===== src/rtl/dma_trig_pkg.sv =====
// constants and carrier types for the dma channel trigger control block
// assumes a classic wishbone master with 32-bit data and byte addresses
// Overview of operation
// - the mode select bit picks hardware-sync when one and software-control when zero.
// - in hardware-sync mode with auto reload set, an assigned event starts a transfer even with enable low.
// - in hardware-sync mode an event starts a transfer when enable or auto reload is one, never otherwise.
// - in software mode with auto reload clear, setting enable starts the transfer regardless of event source.
// - in software mode with auto reload set, enable is ignored and only the assigned event triggers.
// - in software mode with auto reload set and no event assigned, no transfer ever starts.
// - an event-started software-mode transfer stops before its programmed length only when both auto reload and enable are clear.
// - such a stop lets the burst in progress finish before halting.
// - in software mode with auto reload clear, the channel halts after moving the programmed length.
// - in software mode with auto reload clear, clearing enable mid-transfer stops the channel.
package dma_trig_pkg;
    localparam int ADDR_W = 4;
    localparam int EVT_W = 4;
    localparam int LEN_W = 16;
    localparam logic [ADDR_W-1:0] OFF_CTRL = 4'h0;
    localparam logic [ADDR_W-1:0] OFF_EVSEL = 4'h4;
    localparam logic [ADDR_W-1:0] OFF_LEN = 4'h8;
    localparam logic [ADDR_W-1:0] OFF_STAT = 4'hC;
    // control register fields
    localparam int CTRL_EN_BIT = 0;
    localparam int CTRL_RELOAD_BIT = 1;
    localparam int CTRL_SYNC_BIT = 2;
    localparam int CTRL_BURST_LSB = 4;
    localparam int CTRL_BURST_W = 3;
    // event select: zero means no event assigned
    localparam logic [EVT_W-1:0] EVT_NONE = 4'h0;
    localparam logic [LEN_W-1:0] LEN_RST = 16'h0000;
    localparam logic [2:0] BURST_MAX = 3'h4;
    localparam logic [LEN_W-1:0] WORD_BYTES = 16'h0004;
    localparam logic [31:0] BAD_ADDR_DATA = 32'h0000_0000;

    typedef enum logic [1:0] {
        ST_IDLE,
        ST_RUN,
        ST_DRAIN
    } chan_state_t;

    typedef struct packed {
        logic hw_sync_select;
        logic auto_reload_bit;
        logic enable;
        logic [CTRL_BURST_W-1:0] burst_mode;
    } channel_transfer_control_2_t;

    typedef struct packed {
        logic busy;
        logic hw_started;
        logic done;
    } chan_status_t;
endpackage : dma_trig_pkg

===== src/rtl/dma_burst_counter.sv =====
// burst word counter: counts the words of one burst and flags its last word
// assumes word_i is a single-cycle beat from the channel sequencer
`timescale 1ns/1ps
module dma_burst_counter
    import dma_trig_pkg::*;
(
    input wire logic clk_i,
    input wire logic rst_i,
    input wire logic start_i,
    input wire logic word_i,
    input wire logic [CTRL_BURST_W-1:0] burst_mode_i,
    output logic last_o
);
    logic [4:0] cnt_r;
    logic [4:0] words;

    always_comb begin
        words = 5'(5'h01 << burst_mode_i);
        last_o = word_i && (cnt_r == 5'(words - 5'h01));
    end

    always_ff @(posedge clk_i) begin
        if (rst_i || start_i) begin
            cnt_r <= 5'h00;
        end else if (word_i) begin
            cnt_r <= last_o ? 5'h00 : 5'(cnt_r + 5'h01);
        end
    end
endmodule : dma_burst_counter


===== src/rtl/dma_channel_trigger_control.sv =====
// one dma channel's start/stop control with a wishbone register slave
// assumes hw_event_i comes from logic on clk_i; word moves are one per cycle while running
//
// The register offsets and register access over Wishbone were decided locally.
`timescale 1ns/1ps
module dma_channel_trigger_control
    import dma_trig_pkg::*;
(
    input wire logic clk_i,
    input wire logic rst_i,
    input wire logic wb_cyc_i,
    input wire logic wb_stb_i,
    input wire logic wb_we_i,
    input wire logic [ADDR_W-1:0] wb_adr_i,
    input wire logic [3:0] wb_sel_i,
    input wire logic [31:0] wb_dat_i,
    output logic [31:0] wb_dat_o,
    output logic wb_ack_o,
    input wire logic [(1<<EVT_W)-1:0] hw_event_i,
    output logic word_move_o,
    output logic busy_o,
    output logic done_o
);
    channel_transfer_control_2_t ctrl_r;
    logic [EVT_W-1:0] event_source_select_r;
    logic [LEN_W-1:0] len_r;
    logic [LEN_W-1:0] left_r;
    chan_state_t state_r;
    chan_state_t state_nxt;
    chan_status_t stat;
    logic hw_started_r;
    logic wr_ctrl;
    logic wb_req;
    logic evt_hit;
    logic sw_start;
    logic hw_start;
    logic start;
    logic burst_last;
    logic len_last;
    logic en_prev_r;
    logic stop_both;

    assign wb_req = wb_cyc_i && wb_stb_i && !wb_ack_o;
    assign wr_ctrl = wb_req && wb_we_i && (wb_adr_i == OFF_CTRL) && wb_sel_i[0];

    // bus answers one cycle after the request, for one cycle
    always_ff @(posedge clk_i) begin
        if (rst_i) begin
            wb_ack_o <= 1'b0;
        end else begin
            wb_ack_o <= wb_req;
        end
    end

    always_ff @(posedge clk_i) begin
        if (rst_i) begin
            ctrl_r <= '0;
        end else if (wr_ctrl) begin
            ctrl_r.enable <= wb_dat_i[CTRL_EN_BIT];
            ctrl_r.auto_reload_bit <= wb_dat_i[CTRL_RELOAD_BIT];
            ctrl_r.hw_sync_select <= wb_dat_i[CTRL_SYNC_BIT];
            ctrl_r.burst_mode <= (wb_dat_i[CTRL_BURST_LSB +: CTRL_BURST_W] > BURST_MAX) ?
                BURST_MAX : wb_dat_i[CTRL_BURST_LSB +: CTRL_BURST_W];
        end
    end

    always_ff @(posedge clk_i) begin
        if (rst_i) begin
            event_source_select_r <= EVT_NONE;
        end else if (wb_req && wb_we_i && (wb_adr_i == OFF_EVSEL) && wb_sel_i[0]) begin
            event_source_select_r <= wb_dat_i[EVT_W-1:0];
        end
    end

    always_ff @(posedge clk_i) begin
        if (rst_i) begin
            len_r <= LEN_RST;
        end else if (wb_req && wb_we_i && (wb_adr_i == OFF_LEN)) begin
            if (wb_sel_i[0]) begin
                len_r[7:0] <= wb_dat_i[7:0];
            end
            if (wb_sel_i[1]) begin
                len_r[15:8] <= wb_dat_i[15:8];
            end
        end
    end

    assign stat = '{busy: (state_r != ST_IDLE), hw_started: hw_started_r, done: done_o};

    always_ff @(posedge clk_i) begin
        if (rst_i) begin
            wb_dat_o <= BAD_ADDR_DATA;
        end else if (wb_req && !wb_we_i) begin
            unique case (wb_adr_i)
                OFF_CTRL: wb_dat_o <= 32'({ctrl_r.burst_mode, 1'b0, ctrl_r.hw_sync_select,
                    ctrl_r.auto_reload_bit, ctrl_r.enable});
                OFF_EVSEL: wb_dat_o <= 32'(event_source_select_r);
                OFF_LEN: wb_dat_o <= 32'(len_r);
                OFF_STAT: wb_dat_o <= 32'(stat);
                default: wb_dat_o <= BAD_ADDR_DATA;
            endcase
        end
    end

    assign evt_hit = (event_source_select_r != EVT_NONE) && hw_event_i[event_source_select_r];

    always_ff @(posedge clk_i) begin
        if (rst_i) begin
            en_prev_r <= 1'b0;
        end else begin
            en_prev_r <= ctrl_r.enable;
        end
    end

    always_comb begin
        if (ctrl_r.hw_sync_select) begin
            hw_start = evt_hit && (ctrl_r.enable || ctrl_r.auto_reload_bit);
            sw_start = 1'b0;
        end else begin
            hw_start = evt_hit && ctrl_r.auto_reload_bit;
            sw_start = !ctrl_r.auto_reload_bit && ctrl_r.enable && !en_prev_r;
        end
        start = hw_start || sw_start;
    end

    assign stop_both = !ctrl_r.enable && !ctrl_r.auto_reload_bit;
    assign len_last = word_move_o && (left_r <= WORD_BYTES);

    dma_burst_counter u_burst (
        .clk_i(clk_i),
        .rst_i(rst_i),
        .start_i(start && (state_r == ST_IDLE)),
        .word_i(word_move_o),
        .burst_mode_i(ctrl_r.burst_mode),
        .last_o(burst_last)
    );

    always_comb begin
        state_nxt = state_r;
        unique case (state_r)
            ST_IDLE: begin
                if (start) begin
                    state_nxt = ST_RUN;
                end
            end
            ST_RUN: begin
                if (len_last) begin
                    state_nxt = ST_IDLE;
                end else if (!hw_started_r && !ctrl_r.enable) begin
                    state_nxt = ST_IDLE;
                end else if (hw_started_r && stop_both) begin
                    state_nxt = burst_last ? ST_IDLE : ST_DRAIN;
                end
            end
            ST_DRAIN: begin
                if (burst_last || len_last) begin
                    state_nxt = ST_IDLE;
                end
            end
        endcase
    end

    always_ff @(posedge clk_i) begin
        if (rst_i) begin
            state_r <= ST_IDLE;
        end else begin
            state_r <= state_nxt;
        end
    end

    always_ff @(posedge clk_i) begin
        if (rst_i) begin
            hw_started_r <= 1'b0;
        end else if (state_r == ST_IDLE && start) begin
            hw_started_r <= hw_start;
        end
    end

    always_ff @(posedge clk_i) begin
        if (rst_i) begin
            left_r <= LEN_RST;
        end else if (state_r == ST_IDLE && start) begin
            left_r <= len_r;
        end else if (word_move_o) begin
            left_r <= 16'(left_r - WORD_BYTES);
        end
    end

    always_ff @(posedge clk_i) begin
        if (rst_i) begin
            word_move_o <= 1'b0;
            busy_o <= 1'b0;
        end else begin
            word_move_o <= (state_nxt != ST_IDLE);
            busy_o <= (state_nxt != ST_IDLE);
        end
    end

    always_ff @(posedge clk_i) begin
        if (rst_i) begin
            done_o <= 1'b0;
        end else begin
            done_o <= (state_r != ST_IDLE) && (state_nxt == ST_IDLE);
        end
    end

    a_hw_needs_arm: assert property (@(posedge clk_i) disable iff (rst_i)
        (state_r == ST_IDLE && ctrl_r.hw_sync_select && stop_both) |=> (state_r == ST_IDLE))
        else $error("hw sync channel started with both bits clear");
    a_reload_overrides: assert property (@(posedge clk_i) disable iff (rst_i)
        (state_r == ST_IDLE && ctrl_r.hw_sync_select && ctrl_r.auto_reload_bit && evt_hit)
        |=> (state_r == ST_RUN && busy_o))
        else $error("reload did not arm hw event");
    a_sw_enable_start: assert property (@(posedge clk_i) disable iff (rst_i)
        (state_r == ST_IDLE && !ctrl_r.hw_sync_select && !ctrl_r.auto_reload_bit
        && ctrl_r.enable && !en_prev_r) |=> busy_o)
        else $error("enable rise did not start");
    a_no_src_no_run: assert property (@(posedge clk_i) disable iff (rst_i)
        (state_r == ST_IDLE && !ctrl_r.hw_sync_select && ctrl_r.auto_reload_bit
        && event_source_select_r == EVT_NONE) |=> (state_r == ST_IDLE))
        else $error("started with no event source");
    a_enable_ignored: assert property (@(posedge clk_i) disable iff (rst_i)
        (state_r == ST_IDLE && !ctrl_r.hw_sync_select && ctrl_r.auto_reload_bit && !evt_hit)
        |=> (state_r == ST_IDLE))
        else $error("enable started reload channel");
    a_en_clear_keeps: assert property (@(posedge clk_i) disable iff (rst_i)
        (state_r == ST_RUN && hw_started_r && ctrl_r.auto_reload_bit && !len_last)
        |=> (state_r == ST_RUN))
        else $error("hw started run stopped by enable alone");
    a_drain_burst: assert property (@(posedge clk_i) disable iff (rst_i)
        (state_r == ST_DRAIN && !burst_last && !len_last) |=> (state_r == ST_DRAIN))
        else $error("burst cut short");
    a_len_halt: assert property (@(posedge clk_i) disable iff (rst_i)
        len_last |=> (state_r == ST_IDLE && done_o) ##1 (done_o == 1'b0))
        else $error("no halt at length");
    a_en_clear_stop: assert property (@(posedge clk_i) disable iff (rst_i)
        (state_r == ST_RUN && !hw_started_r && !ctrl_r.enable) |=> (state_r == ST_IDLE) ##1 !busy_o)
        else $error("enable clear did not stop");

    c_hw_run: cover property (@(posedge clk_i) disable iff (rst_i)
        state_r == ST_IDLE && hw_start ##1 state_r == ST_RUN);
    c_sw_run: cover property (@(posedge clk_i) disable iff (rst_i)
        state_r == ST_IDLE && sw_start ##1 state_r == ST_RUN);
    c_drain: cover property (@(posedge clk_i) disable iff (rst_i)
        state_r == ST_DRAIN ##1 state_r == ST_IDLE);
endmodule : dma_channel_trigger_control


===== config.mk =====
export PLATFORM = sky130hd
export DESIGN_NAME = dma_channel_trigger_control
export DESIGN_NICKNAME = d
export VERILOG_FILES = /design/src/rtl/dma_trig_pkg.sv /design/src/rtl/dma_burst_counter.sv /design/src/rtl/dma_channel_trigger_control.sv
export SDC_FILE = /design/constraint.sdc
export NUM_CORES = 1
export LEC_CHECK = 0
export ABC_AREA = 1
export BUFFER_PORTS_ARGS = -buffer_cell sky130_fd_sc_hd__buf_4
export CAP_MARGIN = 20
export CORE_UTILIZATION = 58
export CTS_CLUSTER_DIAMETER = 30
export DETAILED_ROUTE_END_ITERATION = 8
export PLACE_DENSITY = 0.88
export SYNTH_ARGS = -nofsm -noshare
export SYNTH_HDL_FRONTEND = slang
export SYNTH_SLANG_ARGS = --single-unit

===== constraint.sdc =====
create_clock -name clk_i -period 3.4 [get_ports clk_i]
set_input_delay 0.34 -clock clk_i [delete_from_list [all_inputs] [get_ports clk_i]]
set_output_delay 0.34 -clock clk_i [all_outputs]
set_load 0.005 [all_outputs]

==> impl_metrics.toml <==
[finish]
layout_common_cells = "nand2_1 (108), nor2_1 (86), inv_1 (72), dfxtp_1 (70), buf_4 (63)"
drive_above_1_share_pct = 16.9
area_growth_pct = 14.7
insertedDiodeCount = 0
finish.instance_area_um2 = 4440
mostFrequentLayoutCell = "nand2_1"
final.fill_count = 516
fin_nets = 691

[synthesis]
yosysWarningCount = 0
leading_register_cell_type_out_of_synthesis = "dfxtp_1"
netlist_instances = 570
postSynthRegisterBits = 70
postSynthAreaPerCell_um2 = 6.80
yosysUniqueCellTypes = 39
syn_area_um2 = 3880
async_reset_ff_share_pct = 0
yosysSeqAreaShare_pct = 36.2
synth_edf_count = 0

[die]
die-height_um = 83.8
floorplan.core_area_um2 = 6390
placement_rows = 29
io_pins = 97
dieArea_um2 = 7010
starting_utilization_of_the_core_area_pct = 60.7
fp.dieW_um = 83.8

[route]
drt-pass1-iter-count = 5
route.final.wire_length_mm = 9.26
drtIter0Drc = 232
post_route_drc = 0
final_routed_wire_length_divided_by_cell_count_um = 13.1
avgViaCountPerCell = 5.39
final_antenna_net_count = 0
detailroute.via_count = 3807

[setup_path]
cp_data_required_time_ps = 3640
crit_buf_inv = 1
crit_chain = "inv_4 > nand2_1 > nand3_1 > nand3_1 > nand2_1 > nor2_2 > nand2_2 > nand2_4 > nand2_4 > nand2_2 > nor2_1 > nor2_1 > nor2_1"
criticalPathCategory = "flip-flop to flip-flop"
critical_path.max_stage_delay_ps = 550
rrSetupSlack_ps = 1290
worst_path_max_delay_cell = "dfxtp_1"
crit_fanout = 29
cp-end-kind = "flip-flop"
crit_path_start = "event_source_select_r[0]"
regToRegStartpoint = "event_source_select_r[0]"
path_delay_family = "simple AND/OR/NAND/NOR gates"
critical_path.most_common_cell = "nor2_1"
crit_arrival_ps = 2340
critPathLaunchType = "flip-flop"

[timing]
rsz0062_at_grt = "no"
final_critical_path_setup_slack_ps = 1290
slew_viol_final = 0
final-hold-violation-count = 0
finalClockSkew_ps = 10.6
final-setup-viol-count = 0
slew_at_the_pin_closest_to_its_max_slew_limit_ps = 809
achievable-frequency_mhz = 475
min_period_ps = 2110
setup_total_negative_slack_ps = 0
period_share_pct = 61.9
max-slew-margin-rel_pct = 46.0

[grt]
grt_max_degree = 37
grt.total_usage_pct = 27.9
grt_first_pass_wirelength_mm = 15.9
grt.overflow.total = 0
antenna_found_initial = 0
first_global_vias = 3560

[cts]
htreeDepth = 3
clockBufferDepth = 2
clk-insertion-delay-late_ps = 360
worst_setup_hold_path_clk_slew_ps = 90
ctsResizeCount = 0
cts_made_buffers = 9
postCtsSetupRepairBufs = 0
clock_sink_count = 70
cts_hold_repair.buffers = 0
cts_root_buf = "clkbuf_8"
cts_tree = "yes"

[place]
post_dp_cell_area_um2 = 4260
half_perimeter_wire_length_after_placement_mm = 6.72
preCtsSetupSlack_ps = 1230
io_buffer_count = 62
gp_congestion = 0.878

[power_and_ir_drop]
internal_power_mw = 1.15
switchingPower_mw = 0.444
p_comb_share_pct = 7.1
pwr-share-clk_pct = 41.2
peakVddDrop_v = 0.000266
power-per-cell-area_nw_per_um2 = 360
p_sw_share_pct = 27.8
seqPwrFrac_pct = 51.6
total_leakage_power_nw = 1.99

[job]
max_cap_violations = 0

[min_path]
worstHoldStart = "wb_dat_i[15]"
min_delay_path_class = "primary input to flip-flop"

[status]
run_status = "completed"
==> final timing paths <==
check | endpoint | cells after the start
hold reg to reg | wb_dat_o[6] | 2
hold / removal | len_r[15] | 3
setup / recovery | left_r[13] | 13
setup reg to reg | left_r[13] | 13
==> flip-flops by register name, summed over array words and instances, names as in the netlist <==
| name | count |
|---|---|
| done_o | 1 |
| wb_dat_o | 16 |
| event_source_select_r | 4 |
| en_prev_r | 1 |
| len_r | 16 |
| left_r | 16 |
| u_burst.cnt_r | 5 |
| wb_ack_o | 1 |
| busy_o | 1 |
| state_r | 2 |
| hw_started_r | 1 |
| ctrl_r | 6 |
==> tightest hold or removal path, delay by kind of cell <==
kind	cells	cell delay (ps)
buffers and inverters	1	80
and+or+nand+nor	2	120
==> cell usage after synthesis (2+ instances only) <==
master | count | area, um^2
nor2_2 | 3 | 18.8
nand2_1 | 108 | 405
xor2_1 | 5 | 43.8
clkinv_1 | 2 | 7.51
nor2_1 | 86 | 323
o2111ai_1 | 2 | 17.5
clkbuf_1 | 10 | 37.5
dfxtp_1 | 70 | 1400
nand3_2 | 7 | 70.1
nand2_2 | 2 | 12.5
o22ai_1 | 4 | 25.0
a21oi_2 | 7 | 61.3
nand2_4 | 2 | 22.5
inv_1 | 72 | 270
nand4_1 | 6 | 37.5
xnor2_1 | 4 | 35.0
buf_6 | 2 | 22.5
ha_1 | 6 | 75.1
nand3b_1 | 4 | 30.0
o21ai_2 | 2 | 17.5
buf_4 | 19 | 143
a21oi_1 | 35 | 175
nor3_1 | 15 | 75.1
nor3b_1 | 2 | 15.0
nand3_1 | 35 | 175
o21ai_0 | 39 | 195
a22oi_1 | 9 | 67.6
==> cell type report <==
class,instances,area (um^2),share of cell area (%)
tap,77,96.3,2.17
clock buffer,9,124,2.79
multi-input combinational,404,2000,44.9
timing repair buffer,63,473,10.6
inverter,76,288,6.48
clock inverter,7,65.1,1.46
sequential,70,1400,31.5
==> stage by stage <==
stage	total power [mW]	util (%)	hold WS, ps	instances
3_3_place_gp	0.954	66.6	457	690
4_1_cts	1.60	69.6	204	706
5_1_grt	1.65	69.6	228	706
2_1_floorplan	0.918	-	450	585
3_5_place_dp	0.957	66.6	464	690
6_report	1.60	69.6	209	706
==> routing by layer <==
metal,up-vias,global-route usage (%),share of wire [%]
li1,1906,-,-
met1,1715,33.8,42
met2,165,48.6,49
met3,21,4.15,6.1
met4,0,12.8,2.3
met5,-,0,0
==> power groups by stage <==
stage          Combinational, mW  Clock [mW]  Sequential, mW
3_5_place_dp               0.112           0           0.845
6_report                   0.114       0.659           0.826
4_1_cts                    0.113       0.657           0.826
3_3_place_gp               0.110           0           0.845
5_1_grt                    0.128       0.696           0.826
2_1_floorplan             0.0740           0           0.844
==> logic make-up after synthesis <==
group | synth area share, %
compound gates | 14.8
xor+xnor | 2.03
fa+ha+maj | 1.94
buf+inv | 13.8
flops | 36.2
other cells | 0.0967
simple gates | 31.1
Power figures use the tool's default switching activity.
